File: src/hdl/rtpas_defines.svh
// Purpose: constants for the realm pa-space select and permission block
// Assumes: avalon byte addresses, 32-bit registers
// Notes:   ctrl and descriptor field positions, offsets and reset values live here; the stat layout is packed in rtpas_top
//
// Contract
// realm el1&0 s2 table lookups use realm space
// el1&0 s2 leaf world bit 1 gives ns
// el1&0 s2 disabled maps ipa to realm
// s1 walk leaving realm gives s2 permission fault
// vtcr bits 30:29 zero, no walk overrides
// realm el2 s1 lookups use realm space
// realm el2 leaf world bit 1 gives ns
// realm el2 translation off uses realm
// el2&0 output space same as el2
// el2/el2&0 non-realm fetch gives s1 fault
// el1&0 non-realm fetch gives s2 fault
// optional ns mapping marked unprivileged execute-never
// table bit 63 reserved, no hierarchical override
// realm s2 leaf bit 55 is world bit
// realm el2/el2&0 leaf bit 5 world bit
// el3 s1 leaf bit 11 is extension bit
// invalidate scope follows realm or el3 world bits
// access flag update ignores granule check
// dirty update allowed despite granule fault
// at to lower levels undefined, world 10
// at reports three granule table faults
// at skips check on final output address
// some at faults raise exceptions, else status field
// el3 ext/world bits select output space
`ifndef RTPAS_DEFINES_SVH
`define RTPAS_DEFINES_SVH

`define RTPAS_CTRL_OFS      4'h0
`define RTPAS_VTCR_OFS      4'h4
`define RTPAS_STAT_OFS      4'h8
`define RTPAS_INVAL_OFS     4'hc

`define RTPAS_CTRL_RST      32'h0000_0000
`define RTPAS_VTCR_RST      32'h0000_0000
`define RTPAS_VTCR_RES0     32'h6000_0000

`define RTPAS_C_REGIME_LO   0
`define RTPAS_C_REGIME_HI   2
`define RTPAS_C_XLAT_EN     3
`define RTPAS_C_NS_XN       4
`define RTPAS_C_GPF_ROUTE   5
`define RTPAS_C_WORLD_LO    6
`define RTPAS_C_WORLD_HI    7
`define RTPAS_C_SEL2        8

`define RTPAS_S2_WORLD_BIT  55
`define RTPAS_S1_WORLD_BIT  5
`define RTPAS_EL3_EXT_BIT   11
`define RTPAS_TBL_OVR_BIT   63

`define RTPAS_WORLD_NOREG   2'h2

`define RTPAS_FS_GTBL_ASZ   6'h30
`define RTPAS_FS_GTBL_WALK  6'h31
`define RTPAS_FS_GTBL_SEA   6'h32
`define RTPAS_FS_GCHK       6'h33

`endif

File: src/hdl/rtpas_pkg.sv
// Purpose: types for the realm pa-space select and permission block
// Assumes: space encoding equals {extension, world} bit pair
// Notes:   none
package rtpas_pkg;

  typedef enum logic [1:0] {
    RTPAS_SP_SEC   = 2'h0,
    RTPAS_SP_NS    = 2'h1,
    RTPAS_SP_ROOT  = 2'h2,
    RTPAS_SP_REALM = 2'h3
  } rtpas_space_e;

  typedef enum logic [2:0] {
    RTPAS_RG_OTHER  = 3'h0,
    RTPAS_RG_R_EL10 = 3'h1,
    RTPAS_RG_R_EL2  = 3'h2,
    RTPAS_RG_R_EL20 = 3'h3,
    RTPAS_RG_EL3    = 3'h4
  } rtpas_regime_e;

  typedef enum logic [1:0] {
    RTPAS_K_DATA   = 2'h0,
    RTPAS_K_FETCH  = 2'h1,
    RTPAS_K_S1WALK = 2'h2,
    RTPAS_K_TWALK  = 2'h3
  } rtpas_kind_e;

  typedef enum logic [2:0] {
    RTPAS_F_NONE     = 3'h0,
    RTPAS_F_GTBL_ASZ  = 3'h1,
    RTPAS_F_GTBL_WALK = 3'h2,
    RTPAS_F_GTBL_SEA  = 3'h3,
    RTPAS_F_GCHK      = 3'h4
  } rtpas_atf_e;

  typedef enum logic [1:0] {
    RTPAS_BUS_IDLE = 2'b01,
    RTPAS_BUS_ACK  = 2'b10
  } rtpas_bus_e;

endpackage

File: src/hdl/rtpas_dec_if.sv
// Purpose: carries descriptor decode request and result
// Assumes: purely combinational decode
// Notes:   none
`timescale 1ns/1ps
`default_nettype none
interface rtpas_dec_if;
  import rtpas_pkg::*;
  rtpas_regime_e regime;
  logic          xlat_en;
  logic          sel2;
  logic [63:0]   desc;
  logic          table_desc;
  rtpas_space_e  space;
  rtpas_space_e  walk_space;

  modport core (output regime, xlat_en, sel2, desc, table_desc,
                input  space, walk_space);
  modport dec  (input  regime, xlat_en, sel2, desc, table_desc,
                output space, walk_space);
endinterface
`default_nettype wire

File: src/hdl/rtpas_space_dec.sv
// Purpose: output and walk physical space from regime and descriptor
// Assumes: desc holds the leaf of the stage that sets the output space
// Notes:   combinational
`timescale 1ns/1ps
`include "rtpas_defines.svh"
`default_nettype none
module rtpas_space_dec
  import rtpas_pkg::*;
(
  rtpas_dec_if.dec d  // decode request and result
);

  ////////////////////////////////////////////////////////////////////////
  // walk space; table bit 63 never steers it
  always_comb begin
    case (d.regime)
      RTPAS_RG_R_EL10: d.walk_space = RTPAS_SP_REALM;
      RTPAS_RG_R_EL2:  d.walk_space = RTPAS_SP_REALM;
      RTPAS_RG_R_EL20: d.walk_space = RTPAS_SP_REALM;
      RTPAS_RG_EL3:    d.walk_space = RTPAS_SP_ROOT;
      default:         d.walk_space = RTPAS_SP_NS;
    endcase
  end

  ////////////////////////////////////////////////////////////////////////
  // leaf output space
  always_comb begin
    d.space = RTPAS_SP_NS;
    if (d.table_desc) begin
      d.space = d.walk_space;
    end else begin
      case (d.regime)
        RTPAS_RG_R_EL10: begin
          if (!d.xlat_en) d.space = RTPAS_SP_REALM;
          else if (d.desc[`RTPAS_S2_WORLD_BIT])
            d.space = RTPAS_SP_NS;
          else d.space = RTPAS_SP_REALM;
        end
        RTPAS_RG_R_EL2, RTPAS_RG_R_EL20: begin
          if (!d.xlat_en) d.space = RTPAS_SP_REALM;
          else if (d.desc[`RTPAS_S1_WORLD_BIT])
            d.space = RTPAS_SP_NS;
          else d.space = RTPAS_SP_REALM;
        end
        RTPAS_RG_EL3: begin
          if (!d.xlat_en) begin
            d.space = RTPAS_SP_ROOT;
          end else begin
            case ({d.desc[`RTPAS_EL3_EXT_BIT], d.desc[`RTPAS_S1_WORLD_BIT]})
              2'h0:    d.space = d.sel2 ? RTPAS_SP_SEC : RTPAS_SP_NS;
              2'h1:    d.space = RTPAS_SP_NS;
              2'h2:    d.space = RTPAS_SP_ROOT;
              default: d.space = RTPAS_SP_REALM;
            endcase
          end
        end
        default: d.space = RTPAS_SP_NS;
      endcase
    end
  end

endmodule
`default_nettype wire

File: src/hdl/rtpas_top.sv
// Purpose: realm pa-space select, permission faults, inval scope, at faults
// Assumes: core requests are synchronous, one result a cycle later
// Notes:   avalon-mm slave with one wait state on every access
`timescale 1ns/1ps
`include "rtpas_defines.svh"
`default_nettype none
module rtpas_top
  import rtpas_pkg::*;
(
  input  wire logic          clk_i,            // core clock
  input  wire logic          rst_n_i,          // sync reset, low
  input  wire logic [3:0]    avs_address_i,    // byte address
  input  wire logic          avs_read_i,       // read request
  input  wire logic          avs_write_i,      // write request
  input  wire logic [31:0]   avs_writedata_i,  // write data
  input  wire logic [3:0]    avs_byteenable_i, // byte lanes
  output logic [31:0]        avs_readdata_o,   // read data
  output logic               avs_waitrequest_o,// stall
  input  wire logic          lk_valid_i,       // lookup request
  input  wire rtpas_kind_e   lk_kind_i,        // access kind
  input  wire logic [63:0]   lk_desc_i,        // descriptor
  input  wire logic          lk_table_i,       // descriptor is a table
  input  wire logic          lk_af_en_i,       // hw access flag enabled
  input  wire logic          lk_dirty_i,       // dirty update wanted
  input  wire logic          lk_final_i,       // final enabled stage
  output logic               lk_done_o,        // result pulse
  output rtpas_space_e       lk_space_o,       // physical space
  output logic               lk_s1_perm_o,     // stage 1 perm fault
  output logic               lk_s2_perm_o,     // stage 2 perm fault
  output logic               lk_unpriv_xn_o,   // unprivileged xn choice
  output logic               lk_af_wr_o,       // write access flag
  output logic               lk_dirty_wr_o,    // write dirty state
  input  wire logic          inval_valid_i,    // invalidate request
  input  wire logic          inval_el3_lower_i, // el3 aimed lower
  input  wire rtpas_space_e  cur_state_i,      // current security state
  output logic               inval_done_o,     // scope pulse
  output rtpas_space_e       inval_state_o,    // state to invalidate
  input  wire logic          at_valid_i,       // at instruction
  input  wire logic          at_el3_i,         // executed at el3
  input  wire logic          at_lower_i,       // targets e0/e1/e2
  input  wire logic          at_from_el1_i,    // executed at el1
  input  wire rtpas_atf_e    at_fault_i,       // fault seen by walk
  input  wire logic          at_on_s1_i,       // on s1 descriptor fetch
  input  wire logic          at_on_s2_i,       // on s2 descriptor fetch
  input  wire logic          at_final_oa_i,    // on final output addr
  input  wire logic          at_gchk_exc_i,    // granule check exception
  output logic               at_done_o,        // result pulse
  output logic               at_undef_o,       // undefined
  output logic               at_exc_o,         // taken as exception
  output logic               at_fstat_vld_o,   // fault in result reg
  output logic [5:0]         at_fstat_o        // fault status code
);

  ////////////////////////////////////////////////////////////////////////
  // helpers
  function automatic logic [31:0] rtpas_merge(input logic [31:0] old_v,
                                              input logic [31:0] new_v,
                                              input logic [3:0]  be);
    logic [31:0] r;
    r = old_v;
    for (int i = 0; i < 4; i++) begin
      if (be[i]) r[i*8 +: 8] = new_v[i*8 +: 8];
    end
    return r;
  endfunction

  function automatic logic rtpas_bad_fetch(input rtpas_kind_e  k,
                                           input rtpas_space_e s,
                                           input rtpas_space_e want);
    return (k == RTPAS_K_FETCH) && (s != want);
  endfunction

  function automatic logic [5:0] rtpas_fstat(input rtpas_atf_e f);
    case (f)
      RTPAS_F_GTBL_ASZ:  return `RTPAS_FS_GTBL_ASZ;
      RTPAS_F_GTBL_WALK: return `RTPAS_FS_GTBL_WALK;
      RTPAS_F_GTBL_SEA:  return `RTPAS_FS_GTBL_SEA;
      RTPAS_F_GCHK:      return `RTPAS_FS_GCHK;
      default:          return 6'h00;
    endcase
  endfunction

  ////////////////////////////////////////////////////////////////////////
  // register bus
  rtpas_bus_e  bus_r;
  logic [31:0] ctrl_r;
  logic [31:0] vtcr_r;
  logic [31:0] rdata_r;
  logic [31:0] rdata_nxt;
  logic [31:0] stat_w;
  logic [31:0] inval_w;
  logic        acc_w;
  logic        wr_ack_w;

  assign acc_w             = avs_read_i | avs_write_i;
  assign avs_waitrequest_o = acc_w && (bus_r == RTPAS_BUS_IDLE);
  assign wr_ack_w          = avs_write_i && (bus_r == RTPAS_BUS_ACK);
  assign avs_readdata_o    = rdata_r;

  always_ff @(posedge clk_i) begin
    if (!rst_n_i) begin
      bus_r <= RTPAS_BUS_IDLE;
    end else begin
      case (bus_r)
        RTPAS_BUS_IDLE: if (acc_w) bus_r <= RTPAS_BUS_ACK;
        RTPAS_BUS_ACK:  bus_r <= RTPAS_BUS_IDLE;
        default:        bus_r <= RTPAS_BUS_IDLE;
      endcase
    end
  end

  always_comb begin
    rdata_nxt = 32'h0000_0000;
    if (avs_address_i == `RTPAS_CTRL_OFS) begin
      rdata_nxt = ctrl_r;
    end else if (avs_address_i == `RTPAS_VTCR_OFS) begin
      rdata_nxt = vtcr_r;
    end else if (avs_address_i == `RTPAS_STAT_OFS) begin
      rdata_nxt = stat_w;
    end else if (avs_address_i == `RTPAS_INVAL_OFS) begin
      rdata_nxt = inval_w;
    end
  end

  always_ff @(posedge clk_i) begin
    if (!rst_n_i) begin
      rdata_r <= 32'h0000_0000;
    end else if (avs_read_i && bus_r == RTPAS_BUS_IDLE) begin
      rdata_r <= rdata_nxt;
    end
  end

  always_ff @(posedge clk_i) begin
    if (!rst_n_i) begin
      ctrl_r <= `RTPAS_CTRL_RST;
      vtcr_r <= `RTPAS_VTCR_RST;
    end else if (wr_ack_w) begin
      if (avs_address_i == `RTPAS_CTRL_OFS) begin
        ctrl_r <= rtpas_merge(ctrl_r, avs_writedata_i, avs_byteenable_i);
      end else if (avs_address_i == `RTPAS_VTCR_OFS) begin
        vtcr_r <= rtpas_merge(vtcr_r, avs_writedata_i, avs_byteenable_i)
                  & ~`RTPAS_VTCR_RES0;
      end
    end
  end

  ////////////////////////////////////////////////////////////////////////
  // control fields
  rtpas_regime_e regime_w;
  logic          xlat_en_w;
  logic          ns_as_xn_w;
  logic          gpf_route_w;
  logic [1:0]    world_w;

  assign regime_w    = rtpas_regime_e'(
                         ctrl_r[`RTPAS_C_REGIME_HI:`RTPAS_C_REGIME_LO]);
  assign xlat_en_w   = ctrl_r[`RTPAS_C_XLAT_EN];
  assign ns_as_xn_w  = ctrl_r[`RTPAS_C_NS_XN];
  assign gpf_route_w = ctrl_r[`RTPAS_C_GPF_ROUTE];
  assign world_w     = ctrl_r[`RTPAS_C_WORLD_HI:`RTPAS_C_WORLD_LO];

  ////////////////////////////////////////////////////////////////////////
  // lookup
  rtpas_dec_if dec_if ();

  assign dec_if.regime     = regime_w;
  assign dec_if.xlat_en    = xlat_en_w;
  assign dec_if.sel2       = ctrl_r[`RTPAS_C_SEL2];
  assign dec_if.desc       = lk_desc_i;
  assign dec_if.table_desc = lk_table_i || (lk_kind_i == RTPAS_K_TWALK);

  rtpas_space_dec u_dec (
    .d (dec_if.dec)
  );

  rtpas_space_e sp_w;
  logic         s1_perm_w;
  logic         s2_perm_w;
  assign sp_w = dec_if.space;

  always_comb begin
    s1_perm_w = 1'b0;
    s2_perm_w = 1'b0;
    case (regime_w)
      RTPAS_RG_R_EL10: begin
        s2_perm_w = rtpas_bad_fetch(lk_kind_i, sp_w, RTPAS_SP_REALM)
                 || (lk_kind_i == RTPAS_K_S1WALK
                     && sp_w != RTPAS_SP_REALM);
      end
      RTPAS_RG_R_EL2, RTPAS_RG_R_EL20: begin
        s1_perm_w = rtpas_bad_fetch(lk_kind_i, sp_w, RTPAS_SP_REALM);
      end
      RTPAS_RG_EL3: begin
        s1_perm_w = rtpas_bad_fetch(lk_kind_i, sp_w, RTPAS_SP_ROOT);
      end
      default: begin
        s1_perm_w = 1'b0;
      end
    endcase
  end

  always_ff @(posedge clk_i) begin
    if (!rst_n_i) begin
      lk_done_o     <= 1'b0;
      lk_space_o    <= RTPAS_SP_SEC;
      lk_s1_perm_o  <= 1'b0;
      lk_s2_perm_o  <= 1'b0;
      lk_unpriv_xn_o <= 1'b0;
      lk_af_wr_o    <= 1'b0;
      lk_dirty_wr_o <= 1'b0;
    end else begin
      lk_done_o     <= lk_valid_i;
      lk_af_wr_o    <= lk_valid_i && lk_af_en_i;
      lk_dirty_wr_o <= lk_valid_i && lk_dirty_i && lk_final_i;
      if (lk_valid_i) begin
        lk_space_o   <= sp_w;
        lk_s1_perm_o <= s1_perm_w;
        lk_s2_perm_o <= s2_perm_w;
        lk_unpriv_xn_o <= ns_as_xn_w && regime_w == RTPAS_RG_R_EL20
                        && sp_w == RTPAS_SP_NS;
      end
    end
  end

  ////////////////////////////////////////////////////////////////////////
  // tlb invalidation scope
  always_ff @(posedge clk_i) begin
    if (!rst_n_i) begin
      inval_done_o  <= 1'b0;
      inval_state_o <= RTPAS_SP_SEC;
    end else begin
      inval_done_o <= inval_valid_i;
      if (inval_valid_i) begin
        inval_state_o <= inval_el3_lower_i ? rtpas_space_e'(world_w)
                                           : cur_state_i;
      end
    end
  end

  ////////////////////////////////////////////////////////////////////////
  // address translation instruction faults
  rtpas_atf_e eff_w;
  logic       undef_w;
  logic       exc_w;

  assign undef_w = at_el3_i && at_lower_i
                   && world_w == `RTPAS_WORLD_NOREG;
  assign eff_w   = (at_final_oa_i && at_fault_i == RTPAS_F_GCHK)
                   ? RTPAS_F_NONE : at_fault_i;
  assign exc_w   = !undef_w && eff_w != RTPAS_F_NONE
                   && (at_gchk_exc_i
                       || (at_from_el1_i && at_on_s2_i)
                       || (at_from_el1_i && at_on_s1_i
                           && gpf_route_w));

  always_ff @(posedge clk_i) begin
    if (!rst_n_i) begin
      at_done_o      <= 1'b0;
      at_undef_o     <= 1'b0;
      at_exc_o       <= 1'b0;
      at_fstat_vld_o <= 1'b0;
      at_fstat_o     <= 6'h00;
    end else begin
      at_done_o <= at_valid_i;
      if (at_valid_i) begin
        at_undef_o     <= undef_w;
        at_exc_o       <= exc_w;
        at_fstat_vld_o <= !undef_w && !exc_w && eff_w != RTPAS_F_NONE;
        at_fstat_o     <= (undef_w || exc_w) ? 6'h00
                          : rtpas_fstat(eff_w);
      end
    end
  end

  assign stat_w = {19'h0, at_fstat_vld_o, at_exc_o, at_undef_o,
                   lk_dirty_wr_o, lk_af_wr_o, lk_unpriv_xn_o, lk_s2_perm_o,
                   lk_s1_perm_o, 3'h0, lk_space_o};
  assign inval_w = {30'h0, inval_state_o};
endmodule
`default_nettype wire

File: config.mk
export PLATFORM = sky130hd
export DESIGN_NAME = rtpas_top
export DESIGN_NICKNAME = d
export VERILOG_FILES = /design/src/hdl/rtpas_pkg.sv /design/src/hdl/rtpas_dec_if.sv /design/src/hdl/rtpas_space_dec.sv /design/src/hdl/rtpas_top.sv
export VERILOG_INCLUDE_DIRS = /design/src /design/src/hdl
export SDC_FILE = /design/constraint.sdc
export NUM_CORES = 1
export LEC_CHECK = 0
export BUFFER_PORTS_ARGS = -buffer_cell sky130_fd_sc_hd__buf_2
export CORE_MARGIN = 5
export CORE_UTILIZATION = 50
export CTS_CLUSTER_DIAMETER = 30
export DETAILED_ROUTE_END_ITERATION = 8
export GPL_TIMING_DRIVEN = 0
export PLACE_DENSITY = 0.78
export REMOVE_ABC_BUFFERS = 1
export SETUP_SLACK_MARGIN = 0.3
export SKIP_CTS_REPAIR_TIMING = 1
export SLEW_MARGIN = 40
export SYNTH_ARGS = -nofsm -noshare
export SYNTH_HDL_FRONTEND = slang
export SYNTH_HIERARCHICAL = 1
export SYNTH_SLANG_ARGS = --single-unit
File: constraint.sdc
create_clock -name clk_i -period 1.9 [get_ports clk_i]
set_input_delay 0.19 -clock clk_i [delete_from_list [all_inputs] [get_ports clk_i]]
set_output_delay 0.19 -clock clk_i [all_outputs]
set_load 0.01 [all_outputs]
==> flow_metrics.py, run 1 <==
metrics = {
    "setup_path": {
        "r2r_start": "bus_r[0]",
        "startpoint_type": "flop",
        "reg2reg_setup_slack_ns": 0.35,
        "crit_fanout": 7,
        "worstSetupPathType": "reg2out",
        "endpoint_kind": "primary output",
        "cp.required_ns": 1.71,
        "cp-startpoint": "bus_r[0]",
        "critical_path_arrival_ns": 1.36,
    },
    "worst_hold_path": {
        "hold_class": "in2reg",
        "min_from": "at_fault_i[2]",
    },
    "synthesis": {
        "avgSynthCellArea_um2": 9.52,
        "synth_warnings": 6,
        "synth_area_mm2": 0.00513,
        "synthCells": 539,
    },
    "timing": {
        "final.setup.tns_ns": 0,
        "hold-worst-slack_ns": 0.0248,
        "period_share": 0.817,
        "slew_headroom": 0.551,
        "rsz0062_at_grt": "true",
        "period_minus_slack_ns": 1.55,
        "finalMaxSlewViolations": 0,
        "max_slew.worst_pin.slew_ns": 0.669,
        "setup_violations": 0,
        "setup_slack_ns": 0.347,
        "finalHoldViolations": 0,
        "fmax_mhz": 644,
        "skew_ns": 0.00802,
    },
    "clock_network": {
        "clk_latency_ns": 0.51,
        "htreeDepth": 4,
        "cts_buffer_depth": 2,
        "cts_tree": "yes",
        "cts.sinks": 114,
        "clk_pin_slew_ns": 0.05,
        "root_buffer": "clkbuf_8",
        "cts-buffers-inserted": 17,
    },
    "cells_and_area": {
        "num_antenna_cells": 0,
        "drive_gt1_frac": 0.285,
        "num-nets-final": 819,
        "postLayoutCoreUtil": 0.668,
        "nFillCells": 830,
        "final-instance-count-excl-fill": 838,
        "area_growth_pct": 32.5,
    },
    "route": {
        "vias": 4448,
        "top_layer_used": "met4",
        "dr.pass1.iters": 5,
        "postRouteAntennaNets": 0,
        "first_iter_violations": 229,
        "wl_met1_mm": 5.58,
        "wire_per_inst_um": 15.3,
        "met3_length_um": 806,
        "met2_length_mm": 6.27,
        "drcViolationCount": 0,
        "routed_wl_mm": 12.8,
        "viasPerCell": 5.31,
    },
    "power_and_ir_drop": {
        "powerDensity_mw_per_mm2": 849,
        "ir_drop_mv": 0.589,
        "leakage_nw": 2.92,
    },
    "grt": {
        "grt_pass1_vias": 4337,
        "antenna_found_initial": 0,
        "grt-ovfl-total": 0,
        "track_usage": 0.203,
        "grt_pass1_wl_mm": 20.8,
        "grt_start_max_net_pins": 74,
    },
    "place": {
        "dp_slack_ns": -0.208,
        "gp_congestion": 0.869,
        "numPortBuffers": 120,
        "place_inst": 766,
        "hpwl_mm": 8.67,
    },
    "floorplan": {
        "die_height_um": 111,
        "core-area_mm2": 0.0102,
        "boundaryPins": 184,
        "rows": 37,
        "die_area_mm2": 0.0124,
        "die_x_um": 111,
        "start_util": 0.504,
    },
    "run": {
        "maxCapViolations": 0,
    },
    "status": {
        "status": "complete, no violations",
    },
}
cell type report:
type / instances / area (µm²) / area share
multi-input cells: 372 / 2670 / 0.393
flip-flops and latches: 114 / 2290 / 0.336
clock inverters: 10 / 83.8 / 0.0123
clock buffers: 22 / 463 / 0.0681
repair buffers: 164 / 1050 / 0.154
well taps: 136 / 170 / 0.0250
inverters: 20 / 75.1 / 0.0110
state kept, by name, indices dropped and copies added (netlist names), 2 cells and up:
| signal | flops |
|---|---|
| lk_space_o | 2 |
| avs_readdata_o | 32 |
| at_fstat_o | 3 |
| ctrl_r | 32 |
| vtcr_r | 30 |
| bus_r | 2 |
| inval_state_o | 2 |
through the flow:
| step | total power [mW] | area [µm²] |
|---|---|---|
| 2_1_floorplan | 2.64 | 4980 |
| 3_3_place_gp | 2.84 | 5750 |
| 3_5_place_dp | 2.87 | 5830 |
| 4_1_cts | 5.75 | 6370 |
| 5_1_grt | 5.99 | 6800 |
| 6_report | 5.77 | 6800 |
metal layers:
| metal | up-vias | GRT usage |
|---|---|---|
| met5 | - | 0 |
| li1 | 2173 | - |
| met3 | 15 | 0.0584 |
| met2 | 137 | 0.328 |
| met1 | 2123 | 0.255 |
| met4 | 0 | 0.0835 |
where the power goes:
group	total (mW)	internal [mW]	switching, mW
registers	2.43	2.41	0.0187
clock network	2.89	1.82	1.07
logic	0.450	0.205	0.245
critical path: stages (launching register included):
cell and delay, ns:
dfxtp_1 0.43, nor3b_2 0.25, buf_2 0.17
layout by cell type, fill, tap and decap left out, types with 2 or more instances in the layout:
cell / count
a21o_1: 3
a21boi_0: 23
clkinvlp_4: 2
o31ai_1: 3
clkbuf_1: 2
clkbuf_8: 4
clkbuf_16: 16
a222oi_1: 8
buf_2: 119
o22a_1: 2
and4b_1: 2
o211a_1: 2
a32o_1: 3
nor2_8: 8
dfxtp_2: 3
buf_4: 7
inv_1: 20
dlygate4sd3_1: 36
nor2b_1: 7
nand2_1: 129
mux2_2: 20
nand4b_1: 5
dfxtp_1: 111
and3_1: 2
nand3_1: 23
a22o_1: 8
o21a_1: 2
and2_1: 3
a21oi_1: 5
clkinv_2: 6
nor2_1: 6
mux2i_1: 70
conb_1: 2
nand2b_1: 12
final timing paths:
path | end | cells after the start
setup / recovery | avs_waitrequest_o | 2
setup reg to reg | avs_readdata_o[0] | 4
hold reg to reg | ctrl_r[13] | 2
hold / removal | at_fstat_o[1] | 3
No activity file was read; power rests on OpenSTA's default activity.
==> run 2: changes to the inputs <==
CORE_UTILIZATION = 45   (was 50)
PLACE_DENSITY = 0.74   (was 0.78)
clock period = 1.2 ns   (was 1.9 ns; I/O delays follow)
==> run 2 against run 1 <==
  * The flow now finishes with violations (hold timing, setup timing)
  * Global-route usage shrank 1.0 points
  * Cell area increased by 10%
  * Combinational power grew 100%
  * Utilization decreased by 0.52 points
  * Setup slack lost 0.67 ns
  * Routed wire length is 21% higher
  * Final cell count increased by 1.7%
  * First-iteration DRC count increased by 22%
  * Critical endpoint is now vtcr_r[19]
==> flow_metrics.py, run 2 (same netlist as run 1, synthesis figures left out) <==
metrics = {
    "route": {
        "vias": 4679,
        "first_iter_violations": 280,
        "postRouteAntennaNets": 0,
        "dr.pass1.iters": 5,
        "routed_wl_mm": 15.5,
        "drcViolationCount": 0,
        "wire_per_inst_um": 18.2,
        "viasPerCell": 5.49,
    },
    "clock_network": {
        "clk_latency_ns": 0.41,
        "cts_buffer_depth": 2,
        "clk_pin_slew_ns": 0.06,
        "htreeDepth": 4,
        "root_buffer": "clkbuf_16",
        "cts_tree": "yes",
        "cts.sinks": 114,
        "cts-buffers-inserted": 17,
    },
    "setup_path": {
        "regToRegEndpoint": "vtcr_r[19]",
        "worstSetupPathType": "reg2reg",
        "worst_r2r_path_depth": 6,
        "r2r_start": "bus_r[1]",
        "critPathSlowestCell": "dfxtp_4",
        "critical_path_arrival_ns": 1.85,
        "reg2reg_setup_slack_ns": -0.33,
        "crit_chain": "buf_6 -> buf_6 -> nand4b_1 -> buf_6 -> nor2_8 -> mux2i_1",
        "crit_fanout": 8,
        "startpoint_type": "flop",
        "crit_top_cell": "buf_6",
        "cp.required_ns": 1.52,
        "slowest_delay_ns": 0.41,
        "endpoint_kind": "flop",
        "cp-startpoint": "bus_r[1]",
    },
    "timing": {
        "fmax_mhz": 655,
        "rsz0062_at_grt": "true",
        "finalMaxSlewViolations": 0,
        "finalHoldViolations": 7,
        "slew_headroom": 0.498,
        "skew_ns": 0.0125,
        "setup_slack_ns": -0.327,
        "hold-worst-slack_ns": -0.0201,
        "max_slew.worst_pin.slew_ns": 0.747,
        "period_minus_slack_ns": 1.53,
        "setup_violations": 87,
        "period_share": 1.27,
    },
    "cells_and_area": {
        "drive_gt1_frac": 0.458,
        "final_cell_mix": "123 x nand2_1, 70 x mux2i_1, 70 x buf_2, 64 x buf_6, 58 x dfxtp_1",
        "num-nets-final": 826,
        "postLayoutCoreUtil": 0.662,
        "multi_input_area_mm2": 0.00294,
        "area_growth_pct": 46.1,
        "final_common_cell": "nand2_1",
        "seq_area_mm2": 0.00237,
        "num_antenna_cells": 0,
        "nFillCells": 867,
    },
    "floorplan": {
        "boundaryPins": 184,
        "die_area_mm2": 0.0136,
        "die_x_um": 117,
        "die_height_um": 117,
        "start_util": 0.453,
        "core-area_mm2": 0.0113,
        "rows": 39,
    },
    "grt": {
        "grt-ovfl-total": 0,
        "track_usage": 0.193,
        "antenna_found_initial": 0,
        "top_usage_layer": "met2",
        "grt.met1_usage": 0.234,
        "grt_start_max_net_pins": 73,
        "met3_usage": 0.0514,
        "grt_pass1_vias": 4338,
        "met2_usage": 0.327,
        "grt_pass1_wl_mm": 20.7,
    },
    "run": {
        "maxCapViolations": 0,
    },
    "power_and_ir_drop": {
        "power.net_switching_mw": 2.28,
        "p_int_mw": 7.48,
        "powerDensity_mw_per_mm2": 1300,
        "clkPwrFrac": 0.511,
        "switching_share": 0.234,
        "ir_drop_mv": 0.785,
        "p_seq_frac": 0.395,
        "p_comb_frac": 0.094,
        "leakage_nw": 3.13,
    },
    "status": {
        "violations": "hold timing, setup timing",
        "status": "complete, but fails checks",
    },
    "worst_hold_path": {
        "holdPathEnd": "ctrl_r[6]",
        "min_path_cells": 3,
        "hold_class": "in2reg",
        "min_from": "avs_writedata_i[6]",
    },
    "place": {
        "gp_congestion": 0.768,
        "numPortBuffers": 120,
        "hpwl_mm": 8.90,
    },
}
-- run 2: worst max-delay path: cells and delay by family (launching register included) --
family / cells / cell delay, ns
DFF: 1 / 0.41
buffers and inverters: 3 / 0.40
muxes: 1 / 0.29
and+or+nand+nor: 2 / 0.34
-- run 2: per-layer routing --
metal / wire length (µm) / share of wire / up-vias
met1: 6130 / 0.40 / 2264
met2: 7920 / 0.51 / 183
met3: 1100 / 0.071 / 34
met4: 348 / 0.022 / 0
met5: 0 / 0 / -
li1: - / - / 2198
-- run 2: worst max path at each step --
stage	slack, ns	endpoint	cells after the start
after floorplan	-0.40	avs_readdata_o[13]	3
after global placement	-1.85	avs_readdata_o[1]	3
after detailed placement	-0.89	vtcr_r[2]	4
after CTS	-0.68	lk_unpriv_xn_o	5
after global routing	-0.36	vtcr_r[19]	6
final	-0.33	vtcr_r[19]	6
-- run 2: area by class of cell --
cell class	instances	area share
Timing Repair Buffer	165	0.181
Multi-Input combinational cell	378	0.392
Inverter	20	0.0103
Clock inverter	12	0.0187
Sequential cell	114	0.316
Tap cell	143	0.0239
Clock buffer	20	0.0582
-- run 2: stage by stage --
step	area [µm²]	setup slack (ns)	power (mW)	setup TNS [ns]	cells
2_1_floorplan	4980	-0.395	4.18	-24.75	506
5_1_grt	7500	-0.361	10.1	-17.38	852
6_report	7500	-0.327	9.76	-12.60	852
4_1_cts	6410	-0.682	9.50	-41.19	805
3_3_place_gp	5760	-1.85	4.51	-130.99	769
3_5_place_dp	5840	-0.888	4.55	-59.53	773
-- run 2: power by group through the flow --
| stage | Combinational (mW) | Clock, mW | Sequential, mW |
|---|---|---|---|
| 2_1_floorplan | 0.245 | 0 | 3.94 |
| 3_3_place_gp | 0.578 | 0 | 3.93 |
| 3_5_place_dp | 0.620 | 0 | 3.93 |
| 4_1_cts | 0.622 | 5.03 | 3.85 |
| 5_1_grt | 0.978 | 5.24 | 3.86 |
| 6_report | 0.918 | 4.99 | 3.86 |
